<file path="src/psc_consts.svh">
// Offsets, lock window, reset values and timing counts of the block
`ifndef PSC_CONSTS_SVH
`define PSC_CONSTS_SVH
`define PSC_OFS_SEQ 8'h10
`define PSC_OFS_FLASH 8'h11
`define PSC_OFS_LOCK 8'h12
`define PSC_OFS_CMD 8'h13
`define PSC_OFS_PDDIS 8'h14
`define PSC_RST_SEQ 8'h00
`define PSC_RST_FLASH 8'h00
`define PSC_RST_LOCK 8'h00
`define PSC_RST_CMD 8'h00
`define PSC_RST_PDDIS 8'h00
`define PSC_LOCK_LO 9'h081
`define PSC_LOCK_HI 9'h120
`define PSC_CLK_HZ 25000000
// Ramp interval for code 00 in ns; codes halve it
`define PSC_RAMP_NS 4000
`define PSC_RAMP_CYC ((`PSC_RAMP_NS * 25) / 1000)
`define PSC_MS_CYC 25000
`define PSC_WAKE_SEC 16
`define PSC_WAKE_CYC (`PSC_WAKE_SEC * `PSC_CLK_HZ)
`define PSC_RAMP_MV 10
`endif

</file>
<file path="src/psc_pkg.sv">
// Types shared by the system control register group
package psc_pkg;
	typedef struct packed {
		logic default_supply_bit;
		logic [1:0] voltage_ramp_step_select;
		logic parameter_reload_bit;
		logic auto_start_bit;
		logic [2:0] input_filter_time_select;
	} psc_seq_t;
	typedef struct packed {
		logic [1:0] flash_on_time_select;
		logic [2:0] flash_frequency_select;
		logic [2:0] watchdog_scale_select;
	} psc_flash_t;
	typedef struct packed {
		logic voltage_lock_bit;
		logic feedback_three_select;
		logic feedback_two_select;
		logic feedback_one_select;
		logic pulsed_mode_arm_bit;
		logic [2:0] reserved;
	} psc_lock_t;
	typedef struct packed {
		logic write_en;
		logic read_en;
		logic [8:0] addr;
		logic [7:0] wdata;
	} psc_req_t;
	typedef enum logic [1:0] {
		PSC_RESET = 2'b00,
		PSC_POWERDOWN = 2'b01,
		PSC_ACTIVE = 2'b11
	} psc_mode_t;
endpackage

</file>
<file path="src/psc_regs.sv">
// System control registers of the power manager with their side effects
//
// Overview of operation
// - Default supply bit makes slot zero apply stored modes to non-core supplies.
// - Voltage ramps step 10 mV every 4, 2, 1 or 0.5 us.
// - Parameter reload bit requests nonvolatile reload when leaving power-down.
// - Auto start bit starts sequencer after reset mode, else waits for wakeup.
// - Inputs debounce for none up to 1024 ms by a three-bit code.
// - Flash on-time is 10, 20, 40 ms or 20 ms double stroke.
// - Frequency code 000 stops flashing; 001-100 give 1 s, 2 s, 4 s, 180 ms.
// - Codes 101-111 flash 2 s, 4 s, 180 ms under start supply detection.
// - Codes 001-100 need a charger; otherwise flash-on-reset gives limited flashing.
// - Watchdog scale 000 disables; others multiply base period 1x to 64x.
// - Voltage lock rejects host writes to addresses 0x81 through 0x120.
// - Feedback three select enables active-low motor brake input.
// - Feedback two outputs power good, or serves as watchdog keep-alive.
// - Feedback one shows wakeup, or drives low during mode transitions.
// - Wake command wakes from power-down; clears 16 s after entering active.
// - Shutdown command powers down to reset; clears on entering reset.
// - Host writes kick bit; device restarts watchdog and clears the bit.
// - Pin-control disable ignores enable pins in power-down; replays missed edges.
// - High-speed serial disable shuts that interface off during power-down.
// - Converter pause stops auto A0-A3 and manual measurements in power-down.
// - General input disable gates inputs in power-down; replays missed edges.
// - A disable step between 2 and max count delays the disables.
`include "psc_consts.svh"
module psc_regs #(
	parameter int WAKE_CLEAR_CYC = `PSC_WAKE_CYC,
	parameter int GPI_COUNT = 16,
	parameter int MAX_COUNT = 31
) (
	input wire logic sys_clk,
	input wire logic reset,
	input wire psc_pkg::psc_req_t host_req,
	output logic [7:0] host_rdata,
	output logic host_ack,
	output logic host_write_rejected,
	input wire psc_pkg::psc_mode_t power_mode,
	input wire logic [4:0] sequencer_slot,
	input wire logic [4:0] powerdown_disable_step,
	input wire logic mode_transition_busy,
	input wire logic start_supply_detect,
	input wire logic charger_wake_input,
	input wire logic flash_on_reset_bit,
	input wire logic flash_time_expired,
	input wire logic power_good_status,
	input wire logic wakeup_detected,
	input wire logic system_enable_pin,
	input wire logic power_enable_pin,
	input wire logic power1_enable_pin,
	input wire logic [GPI_COUNT-1:0] general_input_pin,
	input wire logic feedback_three_in,
	input wire logic feedback_two_in,
	input wire logic feedback_one_in,
	output logic apply_default_modes,
	output logic [7:0] ramp_interval_cycles,
	output logic [4:0] ramp_step_mv,
	output logic reload_request,
	output logic sequencer_start,
	output logic [2:0] input_filter_time_select,
	output logic [1:0] flash_on_time_select,
	output logic flash_enable,
	output logic [1:0] flash_period_code,
	output logic watchdog_enable,
	output logic [6:0] watchdog_multiplier,
	output logic watchdog_restart,
	output logic motor_brake_input,
	output logic feedback_two_oe,
	output logic feedback_two_out,
	output logic watchdog_keepalive_input,
	output logic feedback_one_oe,
	output logic feedback_one_out,
	output logic wake_request,
	output logic shutdown_request,
	output logic pulsed_mode_armed,
	output logic [2:0] enable_pins_seen,
	output logic enable_pins_replay,
	output logic high_speed_serial_enable,
	output logic converter_pause,
	output logic [GPI_COUNT-1:0] general_input_seen,
	output logic general_input_replay
);
	import psc_pkg::*;

	if (GPI_COUNT < 1 || GPI_COUNT > 16 || MAX_COUNT < 2 ||
		MAX_COUNT > 31 || WAKE_CLEAR_CYC < 1) begin
		$error("psc_regs: unsupported parameter values");
	end

	// ----------------------------------------------------------------
	// Register storage
	// ----------------------------------------------------------------
	psc_seq_t seq_cfg;
	psc_flash_t flash_cfg;
	psc_lock_t lock_cfg;
	logic [7:0] pddis_cfg;
	logic wake_bit;
	logic shutdown_bit;
	logic kick_bit;
	logic [31:0] wake_timer;
	logic wake_timing;
	psc_mode_t last_mode;
	logic locked_addr;
	logic write_ok;
	logic pd_effective;

	// Lock guards a window that lies outside this bank, so rejection is
	// reported rather than silently dropped
	assign locked_addr = host_req.addr >= `PSC_LOCK_LO &&
		host_req.addr <= `PSC_LOCK_HI;
	assign write_ok = host_req.write_en &&
		!(lock_cfg.voltage_lock_bit && locked_addr);

	always_ff @(posedge sys_clk) begin
		if (reset) begin
			seq_cfg <= psc_seq_t'(`PSC_RST_SEQ);
			flash_cfg <= psc_flash_t'(`PSC_RST_FLASH);
			lock_cfg <= psc_lock_t'(`PSC_RST_LOCK);
			pddis_cfg <= `PSC_RST_PDDIS;
		end else if (write_ok) begin
			if (host_req.addr == {1'b0, `PSC_OFS_SEQ}) begin
				seq_cfg <= psc_seq_t'(host_req.wdata);
			end else if (host_req.addr == {1'b0, `PSC_OFS_FLASH}) begin
				flash_cfg <= psc_flash_t'(host_req.wdata);
			end else if (host_req.addr == {1'b0, `PSC_OFS_LOCK}) begin
				lock_cfg <= psc_lock_t'(host_req.wdata);
			end else if (host_req.addr == {1'b0, `PSC_OFS_PDDIS}) begin
				pddis_cfg <= host_req.wdata & 8'h8b;
			end
		end
	end

	// ----------------------------------------------------------------
	// Self-clearing commands; a hardware clear yields to a host set
	// ----------------------------------------------------------------
	logic cmd_write;
	assign cmd_write = write_ok && host_req.addr == {1'b0, `PSC_OFS_CMD};

	always_ff @(posedge sys_clk) begin
		if (reset) begin
			last_mode <= PSC_RESET;
		end else begin
			last_mode <= power_mode;
		end
	end

	always_ff @(posedge sys_clk) begin
		if (reset) begin
			wake_timer <= 32'h0;
			wake_timing <= 1'b0;
		end else if (power_mode == PSC_ACTIVE && last_mode != PSC_ACTIVE) begin
			wake_timer <= 32'h0;
			wake_timing <= 1'b1;
		end else if (power_mode != PSC_ACTIVE) begin
			wake_timing <= 1'b0;
		end else if (wake_timing) begin
			wake_timer <= wake_timer + 32'h1;
			if (wake_timer == 32'(WAKE_CLEAR_CYC - 1))
				wake_timing <= 1'b0;
		end
	end

	always_ff @(posedge sys_clk) begin
		if (reset) begin
			wake_bit <= 1'b0;
		end else if (cmd_write && host_req.wdata[2]) begin
			wake_bit <= 1'b1;
		end else if (cmd_write) begin
			wake_bit <= 1'b0;
		end else if (wake_timing &&
			wake_timer == 32'(WAKE_CLEAR_CYC - 1)) begin
			wake_bit <= 1'b0;
		end
	end

	always_ff @(posedge sys_clk) begin
		if (reset) begin
			shutdown_bit <= 1'b0;
		end else if (cmd_write && host_req.wdata[1]) begin
			shutdown_bit <= 1'b1;
		end else if (cmd_write) begin
			shutdown_bit <= 1'b0;
		end else if (power_mode == PSC_RESET && last_mode != PSC_RESET) begin
			shutdown_bit <= 1'b0;
		end
	end

	// Kick is held one cycle, restarts the timer, then clears itself
	always_ff @(posedge sys_clk) begin
		if (reset) begin
			kick_bit <= 1'b0;
			watchdog_restart <= 1'b0;
		end else begin
			kick_bit <= cmd_write && host_req.wdata[0];
			watchdog_restart <= kick_bit;
		end
	end

	// ----------------------------------------------------------------
	// Read-back and host answer
	// ----------------------------------------------------------------
	always_ff @(posedge sys_clk) begin
		if (reset) begin
			host_rdata <= 8'h00;
			host_ack <= 1'b0;
			host_write_rejected <= 1'b0;
		end else begin
			host_ack <= host_req.read_en || host_req.write_en;
			host_write_rejected <= host_req.write_en && !write_ok;
			if (!host_req.read_en) begin
				host_rdata <= 8'h00;
			end else if (host_req.addr == {1'b0, `PSC_OFS_SEQ}) begin
				host_rdata <= seq_cfg;
			end else if (host_req.addr == {1'b0, `PSC_OFS_FLASH}) begin
				host_rdata <= flash_cfg;
			end else if (host_req.addr == {1'b0, `PSC_OFS_LOCK}) begin
				host_rdata <= {lock_cfg[7:3], 3'b000};
			end else if (host_req.addr == {1'b0, `PSC_OFS_CMD}) begin
				host_rdata <= {5'b00000, wake_bit, shutdown_bit, kick_bit};
			end else if (host_req.addr == {1'b0, `PSC_OFS_PDDIS}) begin
				host_rdata <= pddis_cfg;
			end else begin
				host_rdata <= 8'h00;
			end
		end
	end

	// ----------------------------------------------------------------
	// Sequencer and ramp controls
	// ----------------------------------------------------------------
	always_ff @(posedge sys_clk) begin
		if (reset) begin
			apply_default_modes <= 1'b0;
			reload_request <= 1'b0;
			sequencer_start <= 1'b0;
			ramp_interval_cycles <= 8'h00;
			ramp_step_mv <= 5'h00;
			input_filter_time_select <= 3'h0;
		end else begin
			apply_default_modes <= seq_cfg.default_supply_bit &&
				sequencer_slot == 5'h00;
			ramp_interval_cycles <= 8'(`PSC_RAMP_CYC >>
				seq_cfg.voltage_ramp_step_select);
			ramp_step_mv <= 5'(`PSC_RAMP_MV);
			reload_request <= seq_cfg.parameter_reload_bit &&
				last_mode == PSC_POWERDOWN &&
				power_mode == PSC_ACTIVE;
			sequencer_start <= last_mode == PSC_RESET &&
				power_mode != PSC_RESET &&
				(seq_cfg.auto_start_bit || wakeup_detected);
			input_filter_time_select <= seq_cfg.input_filter_time_select;
		end
	end

	// ----------------------------------------------------------------
	// Flashing and watchdog scaling
	// ----------------------------------------------------------------
	logic [2:0] freq;
	assign freq = flash_cfg.flash_frequency_select;

	always_ff @(posedge sys_clk) begin
		if (reset) begin
			flash_on_time_select <= 2'h0;
			flash_enable <= 1'b0;
			flash_period_code <= 2'h0;
			watchdog_enable <= 1'b0;
			watchdog_multiplier <= 7'h00;
		end else begin
			flash_on_time_select <= flash_cfg.flash_on_time_select;
			if (freq == 3'b000) begin
				flash_enable <= 1'b0;
				flash_period_code <= 2'h0;
			end else if (freq <= 3'b100) begin
				flash_enable <= charger_wake_input ||
					(flash_on_reset_bit && !flash_time_expired);
				flash_period_code <= 2'(freq - 3'b001);
			end else begin
				flash_enable <= start_supply_detect;
				flash_period_code <= 2'(freq - 3'b100);
			end
			watchdog_enable <= flash_cfg.watchdog_scale_select != 3'b000;
			watchdog_multiplier <= (flash_cfg.watchdog_scale_select == 3'b000) ?
				7'h00 : 7'(7'h01 << (flash_cfg.watchdog_scale_select - 3'b001));
		end
	end

	// ----------------------------------------------------------------
	// Feedback pins and command outputs
	// ----------------------------------------------------------------
	always_ff @(posedge sys_clk) begin
		if (reset) begin
			motor_brake_input <= 1'b0;
			feedback_two_oe <= 1'b0;
			feedback_two_out <= 1'b0;
			watchdog_keepalive_input <= 1'b0;
			feedback_one_oe <= 1'b0;
			feedback_one_out <= 1'b0;
			wake_request <= 1'b0;
			shutdown_request <= 1'b0;
			pulsed_mode_armed <= 1'b0;
		end else begin
			// Brake reads as released while the function is off
			motor_brake_input <= lock_cfg.feedback_three_select &&
				!feedback_three_in;
			feedback_two_oe <= !lock_cfg.feedback_two_select;
			feedback_two_out <= power_good_status;
			watchdog_keepalive_input <= lock_cfg.feedback_two_select &&
				feedback_two_in;
			feedback_one_oe <= 1'b1;
			feedback_one_out <= lock_cfg.feedback_one_select ?
				!mode_transition_busy : wakeup_detected;
			wake_request <= wake_bit && power_mode == PSC_POWERDOWN;
			shutdown_request <= shutdown_bit && power_mode != PSC_RESET;
			pulsed_mode_armed <= lock_cfg.pulsed_mode_arm_bit &&
				power_mode == PSC_RESET;
		end
	end

	// ----------------------------------------------------------------
	// Power-down auto-disables
	// ----------------------------------------------------------------
	// A step in range defers the disables until the sequencer reaches it
	assign pd_effective = power_mode == PSC_POWERDOWN &&
		(powerdown_disable_step <= 5'h01 ||
		powerdown_disable_step > 5'(MAX_COUNT) ||
		sequencer_slot <= powerdown_disable_step);

	logic pins_gated;
	logic gpi_gated;
	assign pins_gated = pd_effective && pddis_cfg[7];
	assign gpi_gated = pd_effective && pddis_cfg[0];

	always_ff @(posedge sys_clk) begin
		if (reset) begin
			enable_pins_seen <= 3'h0;
			enable_pins_replay <= 1'b0;
			high_speed_serial_enable <= 1'b1;
			converter_pause <= 1'b0;
		end else begin
			// Seen values freeze while gated; replay flags the resume edge
			if (!pins_gated)
				enable_pins_seen <= {power1_enable_pin, power_enable_pin,
					system_enable_pin};
			enable_pins_replay <= !pins_gated && enable_pins_seen !=
				{power1_enable_pin, power_enable_pin, system_enable_pin};
			high_speed_serial_enable <= !(pd_effective && pddis_cfg[3]);
			converter_pause <= pd_effective && pddis_cfg[1];
		end
	end

	always_ff @(posedge sys_clk) begin
		if (reset) begin
			general_input_seen <= '0;
			general_input_replay <= 1'b0;
		end else begin
			if (!gpi_gated)
				general_input_seen <= general_input_pin;
			general_input_replay <= !gpi_gated &&
				general_input_seen != general_input_pin;
		end
	end
endmodule

</file>
<file path="config.mk">
export PLATFORM = sky130hd
export DESIGN_NAME = psc_regs
export DESIGN_NICKNAME = d
export VERILOG_FILES = /design/src/psc_pkg.sv /design/src/psc_regs.sv
export VERILOG_INCLUDE_DIRS = /design/src
export SDC_FILE = /design/constraint.sdc
export NUM_CORES = 1
export LEC_CHECK = 0
export BUFFER_PORTS_ARGS = -buffer_cell sky130_fd_sc_hd__buf_4
export CORE_MARGIN = 2
export CORE_UTILIZATION = 57
export DETAILED_ROUTE_END_ITERATION = 7
export HOLD_SLACK_MARGIN = 0.06
export PLACE_DENSITY = 0.84
export REMOVE_ABC_BUFFERS = 1
export SYNTH_ARGS = -nofsm -noshare
export SYNTH_HDL_FRONTEND = slang
export SYNTH_SLANG_ARGS = --single-unit
</file>
<file path="constraint.sdc">
create_clock -name sys_clk -period 5.6 [get_ports sys_clk]
set_clock_uncertainty 0.1 [all_clocks]
set_input_delay 0.28 -clock sys_clk [delete_from_list [all_inputs] [get_ports sys_clk]]
set_output_delay 0.28 -clock sys_clk [all_outputs]
set_load 0.02 [all_outputs]
</file>
* Yosys cells after proc, flatten, opt, wreduce, memory -nomap -nowiden
Cells that the tools add are included.
Storage, ports and cells: bits in registers 138, bits in latches 0, memory bits (writable) 0, memory bits (read-only) 0, output and inout port bits 75, word-level logic and storage cells 162, memories kept 0
Operators by class: add/sub/neg operators 4, multipliers 0, divide/modulo/power cells 0, order comparisons 6, equal/unequal tests 13, shifts and indexed selects 2, muxes and demuxes 20, bitwise gates (word level) 5, reduce and logical (&&, ||, !) cells 62
Operators by type and width (count):
- == test 9 x 5 -> 1 bit, second input constant | 5
- two-way mux 8 bit | 5
- adder 32 x 1 -> 32 bit, second input constant | 1
- == test 32 x 29 -> 1 bit, second input constant | 1
- logical AND 1 bit | 29
- != test 16 bit | 1
- two-way mux 1 bit | 13
- greater-or-equal comparator 9 x 8 -> 1 bit, second input constant | 1
- less-or-equal comparator 9 bit, second input constant | 1
- zero test 1 bit | 9
- nonzero test 3 bit | 3
- OR reduction 2 bit | 4
- >> shifter 7 x 2 -> 8 bit, first input constant | 1
- left shift 1 x 3 -> 7 bit, first input constant | 1
- zero test 3 bit | 2
- > comparator 5 bit, second input constant | 1
- less-or-equal comparator 5 x 1 -> 1 bit, second input constant | 1
- less-or-equal comparator 5 bit | 1
- zero test 5 bit | 1
- logical OR 1 bit | 5
- inverter 1 bit | 5
- AND reduction 5 bit | 1
- == test 2 x 1 -> 1 bit, second input constant | 2
- zero test 2 bit | 2
- other kinds (12) | 16

* Logic depth before layout (Yosys ltp)
Gate-level depths: netlist (run 1).
depth in word-level cells 8, depth in mapped cells 9

* Worst setup path before layout (run 1)
No wires, ideal clock.
path kind register -> register, start register wake_timer[0], end register wake_timer[30], setup time 0.071 ns, arrival time 1.620 ns, data required time 5.429 ns, path slack 3.809 ns, cell stages (with the launch flop) 7, period minus slack after synthesis 1.791 ns, path through dfxtp_1 > ha_1 > nand4_2 > nor4_4 > nand3_2 > or3_1 > a21oi_1
On the way: word-level cells in the longest chain between the ends 1
RTL lines:
- start, declared | RTL line psc_regs.sv:100 | logic [31:0] wake_timer;
- start signal, assigned | RTL line psc_regs.sv:157 | wake_timer <= wake_timer + 32'h1;
- adder 32 x 1 -> 32 bit | RTL line psc_regs.sv:157
Every way passes these cells. A chain may end at the register's enable or synchronous reset.

* Worst setup path in the final report (run 1)
start input port power_mode[1], end register general_input_seen[0]
On the way: word-level cells in the longest chain between the ends 3
RTL lines:
- start, declared | RTL line psc_regs.sv:38 | input wire psc_pkg::psc_mode_t power_mode,
- == test 2 x 1 -> 1 bit | RTL line psc_regs.sv:323 | assign pd_effective = power_mode == PSC_POWERDOWN &&
- logical AND 1 bit | RTL line psc_regs.sv:323
- logical AND 1 bit | RTL line psc_regs.sv:331 | assign gpi_gated = pd_effective && pddis_cfg[0];
- end signal, assigned | RTL line psc_regs.sv:357 | general_input_seen <= general_input_pin;
- end, declared | RTL line psc_regs.sv:80 | output logic [GPI_COUNT-1:0] general_input_seen,
Every way passes these cells.

==> flow_summary.yaml, run 1 <==
synthesis:
  yosysWarnings: 0
  synth_top_area_cell: "dfxtp_1"
  synth_flop_cell: "dfxtp_1"
  avgSynthCellArea_um2: 8.97
  synth_area_um2: 5620
  postSynth.asyncResetShare_pct: 0
  synth_top_area_share_pct: 47.0
  synth-seq-cells: 132
  synth_edf_count: 0
  ys_seq_area_share_pct: 47.0
  netlist_instances: 626
  ys_types: 50
  synth.area.top_cells: "dfxtp_1 (47%), mux2i_1 (6.4%), nor2_1 (5.3%)"
clocking:
  cts_setup_buffers: 0
  cts_buffer_depth: 2
  tritoncts: "built"
  cts_hold_buf: 42
  clock_latency_ns: 0.52
  clk_transition_reported_paths_ns: 0.06
  cts_made_buffers: 17
  root_buffer: "clkbuf_8"
  clock-sinks: 132
  cts_resized: 0
  htree_levels: 4
routing:
  vias: 5212
  dr.pass1.iters: 5
  ant_nets: 0
  vias_per_cell: 5.58
  first_iter_violations: 322
  drt_wl_total_um: 15600
  drc: 0
  wl_per_cell_um: 16.7
worst_hold_path:
  hold_start: "charger_wake_input"
  hp-class: "input port to register"
setup_path:
  cp_cell_sequence: "dlygate4sd3_1, buf_4, nand2b_1, a211oi_1, o31ai_1, a21boi_2, mux2i_1"
  critPathTopFamily: "compound AO/OA/AOI/OAI gates"
  worstPathBufferInverterCount: 2
  max_stage_delay_ns: 0.91
  crit_slowest_cell: "a21boi_2"
  setup.worst_path.end_class: "register"
  crit_path_start: "power_mode[1]"
  critPathMaxFanout: 17
  arrival_ns: 2.92
  critical_path_class: "input port to register"
  reg2reg_from: "wake_timer[0]"
  critPathRequiredTime_ns: 5.94
  start_kind: "input port"
power:
  power_leakage_uw: 0.00318
  p_total_uw: 2270
  power_density_nw_per_um2: 297
  ir_worst_vdd_mv: 0.219
sta:
  rsz0062_at_grt: "false"
  tightest_slew_ns: 1.19
  hold_viol_final: 0
  timing.fmax_mhz: 388
  period_share_pct: 46.0
  finalSetupTns_ns: 0
  maxSlewViolCount: 0
  finalSetupViolCount: 0
  holdWs_ns: 0.0924
  maxSlewHeadroom_pct: 20.2
  finalWorstPathRequiredPeriod_ns: 2.58
placement:
  hpwlAfterDp_um: 9180
  io_buffers: 131
  placed_cell_area_um2: 6630
  gp_congestion: 0.935
grt:
  grt.overflow.total: 0
  antenna_found_initial: 0
  grt_pass1_vias: 5195
  grt_usage_pct: 29.3
  grt_max_degree: 57
  grt_pass1_wl_um: 24300
finish:
  antennaDiodeCount: 0
  nets: 862
  final_cell_area_um2: 7650
  final_common_cell: "buf_4"
  drive_gt1_share_pct: 21.7
  final_cell_mix: "buf_4 (133), dfxtp_1 (132), nor2_1 (80), nand2_1 (71), dlygate4sd3_1 (42)"
  area_growth_pct: 36.1
floorplan:
  die_area_um2: 10700
  core_area_um2: 9680
  initial_core_util_pct: 58.0
  die_w_um: 103
  fp.dieH_um: 103
  io_pins: 137
  num_rows: 36
status:
  status: "finished clean"
flow_run:
  drv_cap: 0
## power breakdown
| part | total (uW) | internal, uW | switching [uW] |
|---|---|---|---|
| clock | 1130 | 704 | 424 |
| sequential | 963 | 953 | 10.7 |
| combinational | 183 | 87.9 | 95.3 |
## metrics by stage
stage          util [%]  std cells  worst slack [ns]
2_1_floorplan         -        594              3.06
3_3_place_gp       68.4        860              3.09
3_5_place_dp       68.4        860              3.00
4_1_cts            79.0        934              3.08
5_1_grt            79.0        934              2.86
6_report           79.0        934              3.02
## worst reg2reg max path, delay by kind of cell, from the launching register on
kind	cells	cell delay, ns
simple gates	4	1.24
fa+ha+maj	1	0.21
compound gates	1	0.13
flops	1	0.39
## logic make-up after synthesis
kind of cell / after synthesis / share of synthesized area (%)
AOI/OAI and AO/OA: 64 / 6.73
xor gates and xnor gates: 49 / 7.64
adders and majority gates: 12 / 2.67
buffers and inverters: 52 / 4.19
DFF: 132 / 47.0
muxes: 36 / 6.42
other: 1 / 0.0668
and+or+nand+nor: 280 / 25.2
## Yosys cell counts (2+ instances only)
library cell / number
xnor2_1: 27
nor4_1: 7
dfxtp_1: 132
and3_1: 14
buf_1: 4
nand4_1: 18
nand4_2: 2
nand2_1: 71
a32oi_1: 2
nand3b_1: 2
buf_2: 5
and2_1: 12
nor2_1: 80
buf_4: 7
inv_1: 17
mux2i_1: 36
a21boi_1: 2
clkbuf_1: 18
nor3b_1: 3
xor2_1: 22
o21ai_0: 9
or4_1: 3
or3_1: 5
nor4_4: 2
nor2b_1: 15
a2bb2oi_1: 2
a211oi_1: 4
nand3_1: 26
ha_1: 12
or2_2: 2
a21oi_1: 36
and4_1: 5
nor3_1: 7
## layout make-up
class                           count  area, um2
Clock inverter                     11        151
Fill cell                         561       2040
Sequential cell                   132       2640
Clock buffer                       21        449
Multi-Input combinational cell    445       2750
Tap cell                          133        166
Inverter                           17       63.8
Timing Repair Buffer              175       1420
## sequential cells by signal, summed over array words and instances, names as in the netlist, 5 cells and up
register and flops:
wake_timer 32, general_input_seen 16, host_rdata 8, seq_cfg 8, ramp_interval_cycles 7, watchdog_multiplier 7
flash_cfg 5, lock_cfg 5
## path summary, 6_finish.rpt
check	to	slack [ns]	cells after the start
setup reg to reg	wake_timer[30]	3.46	6
setup / recovery	general_input_seen[0]	3.02	7
hold / removal	flash_enable	0.09	5
hold reg to reg	watchdog_restart	0.37	1
## per-layer routing
layer	track usage [%]	routed length [um]
met5	0	0
met4	11.0	337
met3	6.79	1160
met2	52.8	8070
met1	33.7	6000
Note: power is estimated with default switching activity, not from simulation.
==> run 2: changes to the inputs <==
CORE_UTILIZATION = 48   (was 57)
PLACE_DENSITY = 0.76   (was 0.84)
clock period = 2.25 ns   (was 5.6 ns; I/O delays follow)
==> flow_summary.yaml, run 2 (synthesized netlist as in run 1, its figures left out) <==
worst_hold_path:
  hold_depth: 5
  hold_start: "host_req[16]"
  holdPathEnd: "host_rdata[3]"
  hp-class: "input port to register"
sta:
  rsz0062_at_grt: "false"
  period_share_pct: 93.6
  finalSetupViolCount: 0
  tightest_slew_ns: 0.580
  finalWorstPathRequiredPeriod_ns: 2.11
  setup_slack_ns: 0.144
  timing.fmax_mhz: 475
  hold_viol_final: 0
  maxSlewViolCount: 0
  maxSlewHeadroom_pct: 61.3
setup_path:
  reg2reg_from: "wake_timer[15]"
  crit_path_frequent_cell: "dlygate4sd3_1"
  timing.rr.end: "wake_timer[29]"
  critPathTopFamily: "buffers and inverters"
  start_kind: "input port"
  reg2reg_slack_ns: 0.20
  reg2reg_depth: 5
  max_stage_delay_ns: 0.60
  critical_path_class: "input port to register"
  crit_slowest_cell: "dlygate4sd3_1"
  critPathMaxFanout: 10
  critPathRequiredTime_ns: 2.48
  arrival_ns: 2.34
  cp_cell_sequence: "dlygate4sd3_1, buf_4, nor2_1, dlygate4sd3_1, a32oi_1, dlygate4sd3_1, nor3_1"
  setup.worst_path.end_class: "register"
  worstPathBufferInverterCount: 4
floorplan:
  fp.dieH_um: 112
  die_area_um2: 12600
  io_pins: 137
  initial_core_util_pct: 49.2
  num_rows: 39
  core_area_um2: 11400
  die_w_um: 112
placement:
  io_buffers: 131
  dp.cells: 877
  dp_slack_ns: 0.254
  hpwlAfterDp_um: 9910
  gp_congestion: 0.897
clocking:
  clk_transition_reported_paths_ns: 0.06
  clock-sinks: 132
  clock_latency_ns: 0.41
  cts_buffer_depth: 2
  cts_made_buffers: 17
  htree_levels: 4
  root_buffer: "clkbuf_16"
  tritoncts: "built"
finish:
  final_common_cell: "buf_4"
  multi_input_area_um2: 2760
  largest-register: "wake_timer"
  drive_gt1_share_pct: 22.8
  largest_reg_flops: 32
  regArea_um2: 2640
  final_cell_mix: "buf_4 (143), dfxtp_1 (132), nor2_1 (80), nand2_1 (71), dlygate4sd3_1 (56)"
  area_growth_pct: 40.7
  nets: 887
  instances_no_fill: 969
  largest_registers: "wake_timer: 32 flops, general_input_seen: 16 flops"
  fillers: 835
  antennaDiodeCount: 0
grt:
  grt_pass1_wl_um: 24400
  antenna_found_initial: 0
  grt.overflow.total: 0
  grt_pass1_vias: 5124
  grt_max_degree: 41
  grt_usage_pct: 23.7
status:
  status: "finished clean"
routing:
  wl_per_cell_um: 15.3
  first_iter_violations: 342
  dr.pass1.iters: 5
  drt_wl_total_um: 14900
  ant_nets: 0
  drc: 0
  vias: 5183
  vias_per_cell: 5.35
power:
  power_density_nw_per_um2: 718
  ir_worst_vdd_mv: 0.455
  power_leakage_uw: 0.00331
flow_run:
  drv_cap: 0
run 2: how the worst max path moves through the flow:
stage,startpoint,end,slack (ns),cells past startpoint
global placement,host_req[16],flash_cfg[0],0.34,6
floorplan,powerdown_disable_step[2],general_input_seen[0],-0.13,5
detailed placement,host_req[16],flash_cfg[2],0.25,6
finish,host_req[9],host_rdata[3],0.14,7
global route,host_req[9],host_rdata[3],0.07,7
CTS,host_req[18],freq[2],0.02,7
run 2: per-stage QoR:
step / hold slack (ns) / TNS [ns] / instance area (um2) / utilization, % / total power [uW]
after floorplan: 0.0792 / -2.05 / 5460 / - / 2610
after global placement: 0.179 / 0 / 6700 / 58.7 / 2820
after detailed placement: 0.180 / 0 / 6700 / 58.7 / 2840
after CTS: 0.0629 / 0 / 7870 / 68.9 / 5700
after global routing: 0.104 / 0 / 7900 / 69.2 / 5850
final: 0.103 / 0 / 7900 / 69.2 / 5680
run 2: routing by layer:
metal,routed length [um],GRT usage [%],up-vias
met5,0,0,-
met4,295,8.54,0
met3,1130,6.10,37
met2,7540,42.2,238
met1,5890,27.5,2413
li1,-,-,2495
run 2: area by class of cell:
class,count,area share [%]
Clock inverter,14,2.11
Sequential cell,132,33.4
Tap cell,143,2.26
Clock buffer,18,5.56
Multi-Input combinational cell,445,34.9
Inverter,17,0.808
Timing Repair Buffer,200,20.9
run 2: where the power goes:
part	switching (uW)	internal (uW)
clock	1110	1700
sequential	25.0	2370
combinational	234	236
total	1370	4300
run 2: tightest hold or removal path, delay by kind of cell:
kind / cells / cell delay (ns)
simple gates: 4 / 0.35
buf+inv: 1 / 0.09
run 2: repair_timing:
item | in CTS | in global routing
setup endpoints to repair | 0 | 4
gates resized for setup | 0 | 1
hold buffers | 56 | 0
hold endpoints to repair | 75 | 0
buffers inserted | 0 | 4
==> run 3: changes to the inputs <==
PLACE_DENSITY = not set   (was 0.76)
PLACE_DENSITY_LB_ADDON = 0.3   (was not set)
clock period = 1.9 ns   (was 2.25 ns; I/O delays follow)
==> flow_summary.yaml, run 3 (synthesized netlist as in run 1, its figures left out) <==
flow_run:
  drv_cap: 0
routing:
  dr.pass1.iters: 5
  vias: 5138
  vias_per_cell: 5.27
  drc: 0
  wl_per_cell_um: 15.1
  ant_nets: 0
  drt_wl_total_um: 14700
  first_iter_violations: 236
placement:
  io_buffers: 131
  hpwlAfterDp_um: 9820
  dp_slack_ns: 0.0312
  gp_congestion: 0.895
setup_path:
  worstPathBufferInverterCount: 1
  worstSetupPathDepth: 6
  reg2reg_depth: 6
  critPathRequiredTime_ns: 2.14
  reg2reg_from: "wake_timer[12]"
  arrival_ns: 2.10
  setup.worst_path.end_class: "register"
  reg2reg_slack_ns: 0.04
  critPathTopFamily: "simple AND/OR/NAND/NOR gates"
  critPathMaxFanout: 6
  cp_cell_sequence: "nand4_1, nor4_4, buf_4, nand2_1, or3_1, a21oi_1"
  timing.rr.end: "wake_timer[29]"
  start_kind: "register"
  crit_slowest_cell: "dfxtp_1"
  max_stage_delay_ns: 0.43
  critical_path_class: "register to register"
grt:
  grt_pass1_wl_um: 23500
  grt_usage_pct: 23.2
  grt_max_degree: 49
  grt.overflow.total: 0
  grt_pass1_vias: 4998
  antenna_found_initial: 0
clocking:
  clk_transition_reported_paths_ns: 0.05
  clock-sinks: 132
  root_buffer: "clkbuf_16"
  htree_levels: 4
  tritoncts: "built"
  clock_latency_ns: 0.41
  cts_buffer_depth: 2
  cts_made_buffers: 17
worst_hold_path:
  hold_depth: 4
  holdPathEnd: "host_write_rejected"
  hp-class: "input port to register"
  hold_start: "host_req[16]"
finish:
  area_growth_pct: 42.1
  drive_gt1_share_pct: 25.2
  largest_registers: "wake_timer: 32 flops, general_input_seen: 16 flops"
  nets: 897
  largest-register: "wake_timer"
  antennaDiodeCount: 0
  largest_reg_flops: 32
  final_common_cell: "buf_4"
  final_cell_mix: "buf_4 (155), dfxtp_1 (129), nor2_1 (79), nand2_1 (71), dlygate4sd3_1 (52)"
power:
  power_leakage_uw: 0.00337
  power_density_nw_per_um2: 816
  p_total_uw: 6510
  ir_worst_vdd_mv: 0.611
sta:
  tightest_slew_ns: 0.617
  finalSetupViolCount: 0
  hold_viol_final: 0
  maxSlewHeadroom_pct: 58.8
  maxSlewViolCount: 0
  period_share_pct: 98.1
  setup_slack_ns: 0.0366
  timing.fmax_mhz: 537
  finalWorstPathRequiredPeriod_ns: 1.86
floorplan:
  die_w_um: 112
  core_area_um2: 11400
  die_area_um2: 12600
  io_pins: 137
  num_rows: 39
  initial_core_util_pct: 49.2
  fp.dieH_um: 112
status:
  status: "finished clean"
run 3: metrics by stage:
stage / TNS (ns) / hold slack [ns] / std cells / instance area, um2 / util [%]
floorplan: -10.01 / 0.0617 / 594 / 5460 / -
global placement: 0 / 0.165 / 889 / 6790 / 59.5
detailed placement: 0 / 0.169 / 889 / 6790 / 59.5
CTS: 0 / 0.0600 / 969 / 7870 / 68.9
global route: -0.149 / 0.0889 / 975 / 7980 / 69.9
finish: 0 / 0.0768 / 975 / 7980 / 69.9
run 3: area by class of cell:
class                   count  area (um2)
fillers                   866        3440
clock buffers              22         474
flip-flops and latches    132        2650
multi-input cells         445        2810
repair buffers            210        1730
inverters                  17        63.8
well taps                 143         179
clock inverters             6        80.1
run 3: worst min-delay path, stage by stage:
cell     delay (ns)
buf_4          0.10
nand3_1        0.06
o21ai_0        0.09
and4_1         0.21
run 3: metal layers:
layer / global-route usage [%] / share of wire [%]
met3: 6.26 / 7.0
met2: 39.8 / 50
met1: 27.7 / 41
met5: 0 / 0
met4: 9.02 / 2.0
run 3: timing repair:
action / in CTS / in global routing
buffers inserted: 0 / 6
endpoints found under the setup margin: 0 / 18
hold buffers: 52 / 0
hold endpoints to repair: 77 / 0
resized for setup: 0 / 18
run 3: worst max-delay path by stage:
stage | to | start | slack, ns
2_1_floorplan | general_input_seen[0] | powerdown_disable_step[2] | -0.46
6_report | wake_timer[29] | wake_timer[12] | 0.04
4_1_cts | host_ack | host_req[18] | 0.05
3_5_place_dp | flash_cfg[2] | host_req[16] | 0.03
5_1_grt | wake_timing | wake_timer[12] | -0.12
3_3_place_gp | wake_timing | wake_timer[5] | 0.10
run 3: where the power goes:
part,internal [uW],switching [uW]
Clock,1990,1110
Combinational,283,281
Sequential,2810,30.0
